**config.mk**
```make
export PLATFORM = sky130hd
export DESIGN_NAME = qdse_encoder
export DESIGN_NICKNAME = d
export VERILOG_FILES = /design/src/core/qdse_pkg.sv /design/src/core/qdse_scrambler.sv /design/src/core/qdse_type_infer.sv /design/src/core/qdse_encoder.sv
export SDC_FILE = /design/constraint.sdc
export NUM_CORES = 1
export LEC_CHECK = 0
export BUFFER_PORTS_ARGS = -buffer_cell sky130_fd_sc_hd__buf_4
export CAP_MARGIN = 30
export CELL_PAD_IN_SITES_DETAIL_PLACEMENT = 0
export CELL_PAD_IN_SITES_GLOBAL_PLACEMENT = 1
export CORE_MARGIN = 3
export CORE_UTILIZATION = 47
export DETAILED_ROUTE_END_ITERATION = 12
export PLACE_DENSITY = 0.86
export SYNTH_ARGS = -nofsm -noshare
export SYNTH_HDL_FRONTEND = slang
export SYNTH_HIERARCHICAL = 1
export SYNTH_SLANG_ARGS = --single-unit
export TNS_END_PERCENT = 100
```
**constraint.sdc**
```tcl
create_clock -name ref_clk -period 2.95 [get_ports ref_clk]
set_input_delay 0.4425 -clock ref_clk [delete_from_list [all_inputs] [get_ports ref_clk]]
set_output_delay 0.4425 -clock ref_clk [all_outputs]
set_load 0.05 [all_outputs]
```
**src/core/qdse_pkg.sv**
```systemverilog
/*
 * Constants, symbol and code encodings for the quadrature duobinary
 * transmit symbol encoder.
 * Assumes one 40 MHz clock and a MAC that presents one symbol per pulse.
 */
// Notes on behaviour
// - Successive codes alternate in-phase then quadrature, odd codes in-phase.
// - Remodulator silence is 2,0,2,0,4,0,0,0, restarting each silence period.
// - Remodulator pseudo-silence may stop after any even code count.
// - Station: first two and last two silence symbols become code 2.
// - Station: other silence is code 0; transmitter off while only those.
// - Fill is 4,0,0,0, restarting at 4, and that 4 goes in-phase.
// - Scrambler presets to all ones at each delimiter symbol.
// - Delimiter symbols are code 2; first delimiter code goes in-phase.
// - After an eight-symbol delimiter, the next code starts a new octet.
// - First delimiter symbol is taken as a delimiter start.
// - Data symbols pass the scrambler; the scrambled bit is encoded.
// - Scrambled zero is code 0, scrambled one is code 4.
// - Management may fall back to the single-symbol-per-baud method; here fallback only holds the transmitter off.
// - Station infers network signaling type from received pseudo-silence.
// - Inference redone after 2 ms without modulation or loopback release.
// - Type mismatch is reported and inhibits transmission until agreement.
// - Repeated uniform octet pair: invert last in-phase, last two quadrature 2.
// - Scrambler divides by taps at delays six and seven, period 127.
package qdse_pkg;

	typedef enum logic [2:0]
	{
		QDSE_SILENCE = 3'h0,
		QDSE_PAD     = 3'h1,
		QDSE_NONDATA = 3'h2,
		QDSE_ZERO    = 3'h3,
		QDSE_ONE     = 3'h4
	} qdse_sym_t;

	typedef enum logic [1:0]
	{
		QDSE_C0 = 2'h0,
		QDSE_C2 = 2'h1,
		QDSE_C4 = 2'h2
	} qdse_code_t;

	localparam int          LINE_LEN      = 8;
	localparam logic [6:0]  SCR_PRESET    = 7'h7F;
	localparam int          CLK_MHZ       = 40;
	localparam int          QUIET_TIME_US = 2000;
	localparam int          QUIET_W       = 17;
	localparam logic [16:0] QUIET_CYCLES  = 17'(QUIET_TIME_US * CLK_MHZ);
	localparam logic [2:0]  DELIM_LAST    = 3'h7;
	localparam logic [2:0]  OCTET_LAST    = 3'h7;
	localparam logic [1:0]  PSIL_LAST     = 2'h3;

endpackage

```
**src/core/qdse_scrambler.sv**
```systemverilog
/*
 * Self-synchronising data scrambler, seven stages.
 * Assumes step and preset are single-cycle strobes from the encoder.
 */
`timescale 1ns/1ps
module qdse_scrambler
(
	input  wire logic ref_clk,
	input  wire logic reset,
	input  wire logic preset,
	input  wire logic step,
	input  wire logic data_in,
	output wire logic data_out
);
	logic [6:0] state;
	wire        feedback;

	assign feedback = data_in ^ state[5] ^ state[6];
	assign data_out = feedback;

	always_ff @(posedge ref_clk)
	begin
		if (reset || preset)
			state <= qdse_pkg::SCR_PRESET;
		else if (step)
			state <= {state[5:0], feedback};
	end
endmodule // qdse_scrambler

```
**src/core/qdse_type_infer.sv**
```systemverilog
/*
 * Network signaling type inference from received forward-channel bauds.
 * Assumes the receive path delivers one baud per pulse and a separate
 * pulse when the single-symbol pseudo-silence is recognised.
 */
`timescale 1ns/1ps
module qdse_type_infer
#(
	parameter logic [16:0] QUIET_CYCLES = qdse_pkg::QUIET_CYCLES
)
(
	input  wire logic       ref_clk,
	input  wire logic       reset,
	input  wire logic       rx_baud_valid,
	input  wire logic [1:0] rx_i_code,
	input  wire logic [1:0] rx_q_code,
	input  wire logic       rx_basic_psil,
	input  wire logic       rx_modulation,
	input  wire logic       loopback_sel,
	input  wire logic       ext_mode,
	output wire logic       type_valid,
	output wire logic       type_ext,
	output wire logic       type_report,
	output wire logic       type_mismatch
);
	logic [1:0]  match;
	logic [16:0] quiet;
	logic        loop_d;
	logic        valid;
	logic        ext;
	logic        report;
	logic [1:0]  want_i;
	wire         step_ok;
	wire         first_ok;
	wire         ext_seen;
	wire         restart;
	wire         learn;

	// The extended pseudo-silence reads 2,2,4,0 in-phase with quadrature 0.
	always_comb
	begin
		want_i = qdse_pkg::QDSE_C0;
		case (match)
			2'h0: want_i = qdse_pkg::QDSE_C2;
			2'h1: want_i = qdse_pkg::QDSE_C2;
			2'h2: want_i = qdse_pkg::QDSE_C4;
			default: want_i = qdse_pkg::QDSE_C0;
		endcase
	end
	assign step_ok  = rx_i_code == want_i && rx_q_code == qdse_pkg::QDSE_C0;
	assign first_ok = rx_i_code == qdse_pkg::QDSE_C2
		&& rx_q_code == qdse_pkg::QDSE_C0;
	assign ext_seen = rx_baud_valid && step_ok
		&& match == qdse_pkg::PSIL_LAST;
	assign restart  = quiet == QUIET_CYCLES || (loop_d && !loopback_sel);
	assign learn    = !valid && (ext_seen || rx_basic_psil);

	always_ff @(posedge ref_clk)
	begin
		if (reset)
		begin
			match  <= 2'h0;
			quiet  <= 17'h00000;
			loop_d <= 1'b0;
			valid  <= 1'b0;
			ext    <= 1'b0;
			report <= 1'b0;
		end
		else
		begin
			loop_d <= loopback_sel;
			if (rx_baud_valid)
				match <= step_ok ? match + 2'h1 : {1'b0, first_ok};
			if (rx_modulation || restart)
				quiet <= 17'h00000;
			else
				quiet <= quiet + 17'h00001;
			report <= learn && (ext_seen != ext_mode);
			if (restart)
				valid <= 1'b0;
			else if (learn)
			begin
				valid <= 1'b1;
				ext   <= ext_seen;
			end
		end
	end

	assign type_valid    = valid;
	assign type_ext      = ext;
	assign type_report   = report;
	assign type_mismatch = valid && (ext != ext_mode);
endmodule // qdse_type_infer

```
**src/core/qdse_encoder.sv**
```systemverilog
/*
 * Quadrature duobinary transmit symbol encoder, top level.
 * Assumes the MAC presents one symbol per sym_valid pulse, fill octets
 * of even length before each delimiter, and mode inputs held steady.
 * Codes pass an eight-deep line so that the last two silence codes and
 * the octet repair can be rewritten before they leave.
 */
`timescale 1ns/1ps
module qdse_encoder
#(
	parameter logic [16:0] QUIET_CYCLES = qdse_pkg::QUIET_CYCLES
)
(
	input  wire logic       ref_clk,
	input  wire logic       reset,
	input  wire logic       sym_valid,
	input  wire logic [2:0] sym,
	input  wire logic       remod_mode,
	input  wire logic       mgmt_ext_select,
	input  wire logic       mgmt_tx_disable,
	input  wire logic       rx_baud_valid,
	input  wire logic [1:0] rx_i_code,
	input  wire logic [1:0] rx_q_code,
	input  wire logic       rx_basic_psil,
	input  wire logic       rx_modulation,
	input  wire logic       loopback_sel,
	output logic            baud_valid,
	output logic [1:0]      i_code,
	output logic [1:0]      q_code,
	output logic            tx_enable,
	output wire logic       fallback_active,
	output wire logic       net_type_valid,
	output wire logic       net_type_ext,
	output wire logic       net_type_report
);
	typedef enum logic [3:0]
	{
		QDSE_ST_SIL   = 4'h1,
		QDSE_ST_FILL  = 4'h2,
		QDSE_ST_DELIM = 4'h4,
		QDSE_ST_DATA  = 4'h8
	} qdse_state_t;

	qdse_state_t state;
	qdse_state_t next_state;
	logic [1:0]  lc [qdse_pkg::LINE_LEN];
	logic [7:0]  ls;
	logic [7:0]  lf;
	logic [7:0]  lv;
	logic [1:0]  sh_c [qdse_pkg::LINE_LEN];
	logic [1:0]  nx_c [qdse_pkg::LINE_LEN];
	logic [7:0]  sh_s;
	logic [7:0]  sh_f;
	logic [7:0]  sh_v;
	logic [7:0]  nx_s;
	logic [2:0]  psil_pos;
	logic [1:0]  fill_pos;
	logic [1:0]  sil_cnt;
	logic [2:0]  delim_cnt;
	logic [2:0]  oct_pos;
	logic        oct_on;
	logic        prev_ok;
	logic [1:0]  prev_a;
	logic [1:0]  prev_b;
	logic        ph;
	logic [1:0]  hold_c;
	logic        hold_s;
	logic        ext_mode;
	logic [1:0]  new_code;
	logic [1:0]  psil_code;
	wire         is_sil;
	wire         is_pad;
	wire         is_nd;
	wire         is_data;
	wire         sil_start;
	wire         fill_start;
	wire         delim_start;
	wire         delim_end;
	wire         scr_bit;
	wire         new_force;
	wire         new_sil;
	wire         lead_edit;
	wire         oct_done;
	wire         uniform;
	wire         repair;
	wire         out_i;
	wire         mismatch;
	wire         inhibit;

	assign is_sil      = sym == qdse_pkg::QDSE_SILENCE;
	assign is_pad      = sym == qdse_pkg::QDSE_PAD;
	assign is_nd       = sym == qdse_pkg::QDSE_NONDATA;
	assign is_data     = sym == qdse_pkg::QDSE_ZERO || sym == qdse_pkg::QDSE_ONE;
	assign sil_start   = is_sil && state != QDSE_ST_SIL;
	assign fill_start  = is_pad && state != QDSE_ST_FILL;
	assign delim_start = is_nd && state != QDSE_ST_DELIM;
	assign delim_end   = state == QDSE_ST_DELIM && delim_cnt == qdse_pkg::DELIM_LAST;

	qdse_scrambler u_scrambler
	(
		.ref_clk  (ref_clk),
		.reset    (reset),
		.preset   (sym_valid && is_nd),
		.step     (sym_valid && is_data),
		.data_in  (sym == qdse_pkg::QDSE_ONE),
		.data_out (scr_bit)
	);

	always_comb
	begin
		psil_code = qdse_pkg::QDSE_C0;
		case (psil_pos)
			3'h0: psil_code = qdse_pkg::QDSE_C2;
			3'h2: psil_code = qdse_pkg::QDSE_C2;
			3'h4: psil_code = qdse_pkg::QDSE_C4;
			default: psil_code = qdse_pkg::QDSE_C0;
		endcase
	end

	always_comb
	begin
		new_code = qdse_pkg::QDSE_C2;
		next_state = state;
		case (sym)
			qdse_pkg::QDSE_SILENCE:
			begin
				next_state = QDSE_ST_SIL;
				if (remod_mode)
					new_code = sil_start ? qdse_pkg::QDSE_C2 : psil_code;
				else if (sil_start || sil_cnt < 2'h2)
					new_code = qdse_pkg::QDSE_C2;
				else
					new_code = qdse_pkg::QDSE_C0;
			end
			qdse_pkg::QDSE_PAD:
			begin
				next_state = QDSE_ST_FILL;
				new_code = (fill_start || fill_pos == 2'h0) ?
					qdse_pkg::QDSE_C4 : qdse_pkg::QDSE_C0;
			end
			qdse_pkg::QDSE_NONDATA:
				next_state = delim_end ? QDSE_ST_DATA : QDSE_ST_DELIM;
			qdse_pkg::QDSE_ZERO, qdse_pkg::QDSE_ONE:
			begin
				next_state = (delim_end || state != QDSE_ST_DELIM) ?
					QDSE_ST_DATA : QDSE_ST_DELIM;
				new_code = scr_bit ? qdse_pkg::QDSE_C4 : qdse_pkg::QDSE_C0;
			end
			default:
				next_state = state;
		endcase
	end

	assign new_force = fill_start || delim_start;
	assign new_sil   = !remod_mode && is_sil && new_code == qdse_pkg::QDSE_C0;
	// Rewriting two queued zeros is what gives the last two silences code 2.
	assign lead_edit = !remod_mode && !is_sil && state == QDSE_ST_SIL;
	assign oct_done  = oct_on && oct_pos == qdse_pkg::OCTET_LAST && is_data;

	always_comb
	begin
		sh_c[0] = new_code;
		sh_s[0] = new_sil;
		sh_f[0] = new_force;
		sh_v[0] = 1'b1;
		for (int k = 1; k < qdse_pkg::LINE_LEN; k++)
		begin
			sh_c[k] = lc[k - 1];
			sh_s[k] = ls[k - 1];
			sh_f[k] = lf[k - 1];
			sh_v[k] = lv[k - 1];
		end
	end

	assign uniform = oct_done
		&& (sh_c[7] == qdse_pkg::QDSE_C0 || sh_c[7] == qdse_pkg::QDSE_C4)
		&& (sh_c[6] == qdse_pkg::QDSE_C0 || sh_c[6] == qdse_pkg::QDSE_C4)
		&& sh_c[5] == sh_c[7] && sh_c[3] == sh_c[7] && sh_c[1] == sh_c[7]
		&& sh_c[4] == sh_c[6] && sh_c[2] == sh_c[6] && sh_c[0] == sh_c[6];
	assign repair = uniform && prev_ok
		&& prev_a == sh_c[7] && prev_b == sh_c[6];

	genvar g;
	generate
		for (g = 0; g < qdse_pkg::LINE_LEN; g++)
		begin : g_line
			wire lead = lead_edit && (g == 1 || g == 2) && sh_s[g];
			wire fix2 = repair && (g == 0 || g == 2);
			wire inv  = repair && g == 1;
			assign nx_s[g] = sh_s[g] && !lead;
			assign nx_c[g] = (lead || fix2) ? qdse_pkg::QDSE_C2 :
				inv ? (sh_c[g] == qdse_pkg::QDSE_C0 ?
				qdse_pkg::QDSE_C4 : qdse_pkg::QDSE_C0) : sh_c[g];
			always_ff @(posedge ref_clk)
			begin
				if (reset)
					lc[g] <= qdse_pkg::QDSE_C0;
				else if (sym_valid)
					lc[g] <= nx_c[g];
			end
		end
	endgenerate

	assign out_i    = lf[7] || !ph;
	assign mismatch = net_type_valid && (net_type_ext != ext_mode);
	assign inhibit  = mgmt_tx_disable || mismatch || !ext_mode;

	always_ff @(posedge ref_clk)
	begin
		if (reset)
		begin
			state <= QDSE_ST_SIL;
			ls <= 8'h00;
			lf <= 8'h00;
			lv <= 8'h00;
			psil_pos <= 3'h0;
			fill_pos <= 2'h0;
			sil_cnt <= 2'h0;
			delim_cnt <= 3'h0;
			oct_on <= 1'b0;
			oct_pos <= 3'h0;
			prev_ok <= 1'b0;
			prev_a <= qdse_pkg::QDSE_C0;
			prev_b <= qdse_pkg::QDSE_C0;
			ph <= 1'b0;
			hold_c <= qdse_pkg::QDSE_C0;
			hold_s <= 1'b0;
			ext_mode <= 1'b0;
			baud_valid <= 1'b0;
			i_code <= qdse_pkg::QDSE_C0;
			q_code <= qdse_pkg::QDSE_C0;
			tx_enable <= 1'b0;
		end
		else
		begin
			ext_mode <= mgmt_ext_select;
			baud_valid <= 1'b0;
			if (sym_valid)
			begin
				state <= next_state;
				ls <= nx_s;
				lf <= sh_f;
				lv <= sh_v;
				// Restarting here lets a period end after any even count.
				psil_pos <= sil_start ? 3'h1 : psil_pos + 3'h1;
				fill_pos <= fill_start ? 2'h1 : fill_pos + 2'h1;
				sil_cnt <= !is_sil ? 2'h0 :
					(sil_start ? 2'h1 : (sil_cnt == 2'h3 ? 2'h3 : sil_cnt + 2'h1));
				delim_cnt <= delim_start ? 3'h1 : delim_cnt + 3'h1;
				if (delim_end)
				begin
					oct_on <= 1'b1;
					oct_pos <= 3'h0;
				end
				else if (is_sil || is_pad)
					oct_on <= 1'b0;
				else
					oct_pos <= oct_pos + 3'h1;
				if (oct_done)
				begin
					prev_ok <= uniform && !repair;
					prev_a <= sh_c[7];
					prev_b <= sh_c[6];
				end
				if (lv[7] && out_i)
				begin
					hold_c <= lc[7];
					hold_s <= ls[7];
					ph <= 1'b1;
				end
				else if (lv[7])
				begin
					baud_valid <= 1'b1;
					i_code <= hold_c;
					q_code <= lc[7];
					tx_enable <= !inhibit && !(hold_s && ls[7]);
					ph <= 1'b0;
				end
			end
		end
	end

	assign fallback_active = !ext_mode;

	qdse_type_infer #(.QUIET_CYCLES(QUIET_CYCLES)) u_type_infer
	(
		.ref_clk       (ref_clk),
		.reset         (reset),
		.rx_baud_valid (rx_baud_valid),
		.rx_i_code     (rx_i_code),
		.rx_q_code     (rx_q_code),
		.rx_basic_psil (rx_basic_psil && !remod_mode),
		.rx_modulation (rx_modulation),
		.loopback_sel  (loopback_sel),
		.ext_mode      (ext_mode),
		.type_valid    (net_type_valid),
		.type_ext      (net_type_ext),
		.type_report   (net_type_report),
		.type_mismatch ()
	);
endmodule // qdse_encoder

```
# Word level (Yosys, flattened, before mapping)
# Memories as Yosys holds them, arrays and structs flattened.
# Cells that the tools add are included.
# totals
mem_bits_rw	16
in_bits	17
mem_count	1
elab_cells	219
output_inout_bits	10
reg_bits	88
# memory_table
memory	words	word_bits	rd	rd_clocked_by_memory_dff	wr	line	text
lc	8	2	8	0	8	qdse_encoder.sv:46	logic [1:0] lc [qdse_pkg::LINE_LEN];
# classes
eq_ne	33
n_reduce_logical	93
mux	43
add_sub_neg	7
n_lt_le_gt_ge	1
bitwise_logic	13
# ops
op	n
$mux 2	22
$logic_and 1x1->1	40
$eq 2x2->1	9
$add 17x1->17 const B	1
$eq 17x17->1 const B	1
$logic_or 1x1->1	16
$pmux 4 s4	1
$logic_not 2->1	7
$reduce_and 2->1	7
$eq 3x3->1 const B	4
$mux 3	4
$logic_not 1->1	11
$mux 1	11
$eq 2x2->1 const B	5
$reduce_or 2->1	5
$add 3x1->3 const B	3
$eq 3x2->1 const B	3
$mux 4	2
$or 1x1->1	8
$pmux 2 s2	2
$add 2x1->2 const B	3
$logic_not 3->1	2
$pmux 2 s3	1
$eq 2x1->1 const B	2
15 further kinds	20

# Logic depth before layout (Yosys ltp)
# Gate-level depths: netlist (run 1).
# logic_depth
word_depth	17
mapped_depth	9
mapped_depth_nobuf	8

# Hierarchy
# Netlist (run 1), hierarchy kept.
# modules_own_cells
module	seq_area_each_um2	cells_per_inst	area_per_inst_um2	n_inst
qdse_encoder	1641.6	330	3240.6	1
qdse_type_infer	460.4	129	1159.9	1
qdse_scrambler	140.1	26	280.3	1

# Least setup slack after synthesis (run 1)
# OpenSTA, ideal clock, no wires.
# synth_timing
path_type	input to register
startpoint	in sym[0]
endpoint	mem lc[2][1], in the netlist lc[0][5], data pin
t_arrival_ns	2.142
stages	9
t_required_ns	2.694
path_slack_ns	0.553
setup_ns	0.256
n_path_buf	1
path_cell_list	or3b_1 > clkbuf_1 > inv_1 > xnor3_1 > inv_1 > a21boi_0 > o31a_1 > o211ai_2 > and4_1
# synth_rtl
element	line	text
from (decl)	qdse_encoder.sv:17	input wire logic [2:0] sym,
to (decl)	qdse_encoder.sv:46	

==> impl_metrics.env, run 1 <==
export IMPL_hp_class="input port to register"
export IMPL_p_per_area_nw_per_um2=503
export IMPL_area_growth_pct=11.0
export IMPL_multiInputGateArea_um2=2250
export IMPL_finalHoldViolCount=0
export IMPL_grt_pass1_wl_um=15000
export IMPL_post_route_drc_count=0
export IMPL_ios=27
export IMPL_vias=3480
export IMPL_grt_pass1_vias=3306
export IMPL_gr_total_overflow=0
export IMPL_cts_max_level=3
export IMPL_period_share_pct=77.8
export IMPL_start_kind="register"
export IMPL_syn_inst=483
export IMPL_syn_area_per_cell_um2=9.66
export IMPL_ys_warn_count=6
export IMPL_clockBufferDepth=2
export IMPL_dp_hpwl_um=6200
export IMPL_vias_per_cell=5.45
export IMPL_cp_max_fo=8
export IMPL_die_h_um=106
export IMPL_num_fill_cells=870
export IMPL_status="finished, final reports clean"
export IMPL_clock_latency_ps=360
export IMPL_n_antenna_cell=0
export IMPL_core_um2=9460
export IMPL_cts_clk_slew_worst_paths_ps=100
export IMPL_numPortBuffers=26
export IMPL_reg2reg_slack_ps=650
export IMPL_slowest_delay_ps=680
export IMPL_row_count=35
export IMPL_post_cts_setup_buffers=0
export IMPL_wl_per_cell_um=14.0
export IMPL_final_nets=535
export IMPL_setup_tns_final_ps=0
export IMPL_grt_max_degree=67
export IMPL_grt_use_total_pct=16.4
export IMPL_postCtsHoldBufs=0
export IMPL_final_common_cell="dfxtp_1"
export IMPL_regArea_um2=2240
export IMPL_dieArea_um2=11200
export IMPL_slew_limit_headroom_pct=37.1
export IMPL_final_min_clock_period_ps=2300
export IMPL_fmax_mhz=436
export IMPL_required_ps=3070
export IMPL_antenna_found_initial=0
export IMPL_layout_common_cells="dfxtp_1, nor2_1, mux2i_1"
export IMPL_tightest_slew_ps=930
export IMPL_power_mw=2.61
export IMPL_cts_tree="built"
export IMPL_crit_arrival_ps=2420
export IMPL_rsz0062_at_grt="no"
export IMPL_slowest_stage="or4b_1"
export IMPL_cts_root_buffer="clkbuf_8"
export IMPL_cts_resized=0
export IMPL_crit_chain="or4b_1 -> nor4_2 -> o31a_1 -> o211ai_2 -> and4_1"
export IMPL_cap_viol_max_count=0
export IMPL_setup_viol=0
export IMPL_totalWireLength_um=8920
export IMPL_drive_gt1_share_pct=10.8
export IMPL_path_class="register to register"
export IMPL_ant_nets=0
export IMPL_end_kind="register"
export IMPL_drt_iter0_drc=158
export IMPL_skew_ps=12.2
export IMPL_drt_first_pass_iters=4
export IMPL_initial_utilization_pct=49.3
export IMPL_vdd_ir_drop_worst_v=0.000280
export IMPL_maxSlewViolCount=0
export IMPL_syn_area_um2=4670
export IMPL_leakagePower_nw=1.97
export IMPL_syn_nets=514
export IMPL_die_w_um=106
export IMPL_clkSinkCount=104
export IMPL_cts_made_buffers=9
export IMPL_globalplace_congestion=0.805
sequential cells by signal, indices dropped and copies added (netlist names), 2 cells and up:
signal              count
i_code                  2
hold_c                  2
delim_cnt               3
lv                      8
prev_b                  2
sil_cnt                 2
q_code                  2
state                   4
psil_pos                3
prev_a                  2
oct_pos                 3
u_type_infer/quiet     17
fill_pos                2
ls                      8
u_scrambler/state       7
u_type_infer/match      2
lc                     16
lf                      8
path summary, 6_finish.rpt:
path / start / end / cells after the start
min: rx_baud_valid / u_type_infer/match[0]$_SDFFE_PP0P_ / 2
max: state[1]$_SDFFE_PP0P_ / lc[0][5]$_SDFFCE_PP0P_ / 5
min reg2reg: lv[0]$_SDFFE_PP0P_ / lv[0]$_SDFFE_PP0P_ / 2
max reg2reg: state[1]$_SDFFE_PP0P_ / lc[0][5]$_SDFFCE_PP0P_ / 5
per-layer routing:
layer  part of all wire [%]  routed length (µm)  vias up  GRT usage (%)
met5                      0                   0        -              0
met4                    1.1                  94        0           5.64
met3                    4.1                 370       12           4.10
met2                     46                4130       76           26.4
met1                     48                4330     1655           21.5
li1                       -                   -     1737              -
worst max-delay path, delay by kind of cell (launching register included):
family,cells,cell delay (ps)
AOI/OAI and AO/OA,2,390
DFF,1,350
and+or+nand+nor,3,1320
per-stage QoR:
stage | setup slack (ps) | instance area, µm² | std cells | hold slack, ps | util [%]
final | 655 | 5180 | 638 | 287 | 54.8
after global routing | 554 | 5180 | 638 | 277 | 54.8
after CTS | 662 | 5180 | 638 | 269 | 54.8
after detailed placement | 328 | 4980 | 622 | 454 | 52.6
after global placement | 414 | 4980 | 622 | 445 | 52.6
after floorplan | 553 | 4670 | 483 | 434 | -
cell type report:
| class | instances | area share, % |
|---|---|---|
| multi-input combinational | 333 | 43.3 |
| sequential | 104 | 43.3 |
| timing repair buffer | 32 | 4.64 |
| clock buffer | 14 | 3.14 |
| tap | 129 | 3.12 |
| inverter | 24 | 1.74 |
| clock inverter | 2 | 0.749 |
where the power goes:
group          internal, mW  switching, mW
Clock                 0.442          0.454
Sequential             1.47         0.0281
Combinational        0.0806          0.127
(Power assumes the default switching activity.)
==> run 2, diff against run 1 <==
--- a/config.mk
+++ b/config.mk
@@ -10,9 +10,9 @@
 export CELL_PAD_IN_SITES_DETAIL_PLACEMENT = 0
 export CELL_PAD_IN_SITES_GLOBAL_PLACEMENT = 1
 export CORE_MARGIN = 3
-export CORE_UTILIZATION = 47
+export CORE_UTILIZATION = 43
 export DETAILED_ROUTE_END_ITERATION = 12
-export PLACE_DENSITY = 0.86
+export PLACE_DENSITY = 0.84
 export SYNTH_ARGS = -nofsm -noshare
 export SYNTH_HDL_FRONTEND = slang
 export SYNTH_HIERARCHICAL = 1
==> constraint.sdc (replaced) <==
create_clock -name ref_clk -period 1.85 [get_ports ref_clk]
set_input_delay 0.2775 -clock ref_clk [delete_from_list [all_inputs] [get_ports ref_clk]]
set_output_delay 0.2775 -clock ref_clk [all_outputs]
set_load 0.05 [all_outputs]
==> impl_metrics.env, run 2 (synthesis gave the netlist of run 1 again) <==
export IMPL_start_kind="register"
export IMPL_postCtsHoldBufs=0
export IMPL_fmax_mhz=501
export IMPL_top_regs="u_type_infer/quiet (17), lc (16)"
export IMPL_grt_pass1_vias=3306
export IMPL_power_switching_mw=1.02
export IMPL_row_count=37
export IMPL_final_nets=566
export IMPL_clockBufferDepth=2
export IMPL_internal_power_mw=3.06
export IMPL_grt_pass1_wl_um=15500
export IMPL_period_share_pct=108
export IMPL_vdd_ir_drop_worst_v=0.000536
export IMPL_leakagePower_nw=2.14
export IMPL_vias=3564
export IMPL_setup_viol=4
export IMPL_tightest_slew_ps=649
export IMPL_slew_limit_headroom_pct=56.5
export IMPL_maxSlewViolCount=0
export IMPL_globalplace_congestion=0.829
export IMPL_clkSinkCount=104
export IMPL_required_ps=1960
export IMPL_antenna_found_initial=0
export IMPL_initial_utilization_pct=44.8
export IMPL_ant_nets=0
export IMPL_dp_cells=659
export IMPL_vias_per_cell=5.27
export IMPL_numPortBuffers=26
export IMPL_dp_hpwl_um=6640
export IMPL_regMostFlops="u_type_infer/quiet"
export IMPL_n_antenna_cell=0
export IMPL_cts_clk_slew_worst_paths_ps=90
export IMPL_cts_root_buffer="clkbuf_8"
export IMPL_dieArea_um2=12100
export IMPL_end_kind="register"
export IMPL_clock_latency_ps=370
export IMPL_final_min_clock_period_ps=2000
export IMPL_p_sw_share_pct=24.9
export IMPL_drive_gt1_share_pct=20.0
export IMPL_hp_class="input port to register"
export IMPL_wl_per_cell_um=13.5
export IMPL_area_growth_pct=18.3
export IMPL_status="complete, but fails checks"
export IMPL_layout_common_cells="dfxtp_1, nor2_1, buf_4"
export IMPL_grt_use_total_pct=16.2
export IMPL_core_um2=10400
export IMPL_stdcell_count=676
export IMPL_ios=27
export IMPL_gr_total_overflow=0
export IMPL_totalWireLength_um=9150
export IMPL_finalHoldViolCount=0
export IMPL_cts_tree="built"
export IMPL_cts_max_level=3
export IMPL_cp_max_fo=4
export IMPL_num_fill_cells=944
export IMPL_cap_viol_max_count=0
export IMPL_seq_power_share_pct=58.8
export IMPL_rsz0062_at_grt="yes"
export IMPL_die_w_um=110
export IMPL_worst_slack_ps=-147
export IMPL_crit_arrival_ps=2110
export IMPL_p_per_area_nw_per_um2=738
export IMPL_violations="negative setup slack"
export IMPL_combPwrFrac_pct=10.0
export IMPL_post_route_drc_count=0
export IMPL_cts_made_buffers=9
export IMPL_dp_slack_ps=-284
export IMPL_skew_ps=11.9
export IMPL_die_h_um=110
export IMPL_grt_max_degree=38
export IMPL_final_common_cell="dfxtp_1"
export IMPL_path_class="register to register"
export IMPL_drt_first_pass_iters=4
export IMPL_p_clk_share_pct=31.3
export IMPL_largest_reg_flops=17
export IMPL_drt_iter0_drc=183
==> run 2: final timing paths <==
kind / start / end / slack (ps) / cells past startpoint
worst max-delay path: state[2]$_SDFFE_PP0P_ / lc[0][0]$_SDFFCE_PN0P_ / -150 / 5
worst min-delay path: mgmt_ext_select / ext_mode$_SDFF_PP0_ / 120 / 2
worst max register to register: state[2]$_SDFFE_PP0P_ / lc[0][0]$_SDFFCE_PN0P_ / -150 / 5
worst min register to register: ls[2]$_SDFFE_PP0P_ / ls[2]$_SDFFE_PP0P_ / 470 / 2
==> run 2: what timing repair did <==
| action | in CTS | in global routing |
|---|---|---|
| setup endpoints to repair | 6 | 13 |
| buffers inserted | 0 | 1 |
| pin swaps | 3 | 6 |
| endpoints found under the hold margin | 0 | 0 |
| gates resized for setup | 5 | 18 |
==> run 2: worst max-delay path, cell delays in order (launching register included) <==
cell      delay, ps
dfxtp_2         340
or4b_4          540
o211a_4         270
o31a_1          270
o211ai_2        230
a21oi_1         100
==> run 2: routing by layer <==
metal	GRT usage, %	wire [µm]
met5	0	0
met4	4.49	141
met3	4.95	457
met2	26.1	4210
met1	21.1	4340
==> run 2: power groups by stage <==
stage	clock, mW	sequential (mW)	combinational, mW
2_1_floorplan	0	2.44	0.237
3_3_place_gp	0	2.44	0.377
3_5_place_dp	0	2.44	0.386
4_1_cts	1.34	2.39	0.395
5_1_grt	1.42	2.40	0.452
6_report	1.27	2.39	0.406
==> run 2: layout make-up <==
class / instances / area, µm² / area share [%]
Sequential cell: 104 / 2250 / 40.7
Timing Repair Buffer: 63 / 477 / 8.63
Clock inverter: 5 / 31.3 / 0.567
Clock buffer: 11 / 141 / 2.56
Tap cell: 136 / 170 / 3.08
Inverter: 24 / 92.6 / 1.68
Multi-Input combinational cell: 333 / 2360 / 42.8
==> run 2: stage by stage <==
stage          total power [mW]  TNS, ps  area, µm²  util, %  hold slack, ps
2_1_floorplan              2.68     -886       4700        -             342
3_3_place_gp               2.82    -1060       5240     50.3             446
3_5_place_dp               2.83    -1260       5240     50.3             461
4_1_cts                    4.12     -592       5440     52.2            89.7
5_1_grt                    4.27     -946       5520     53.0             108
6_report                   4.07     -551       5520     53.0             120
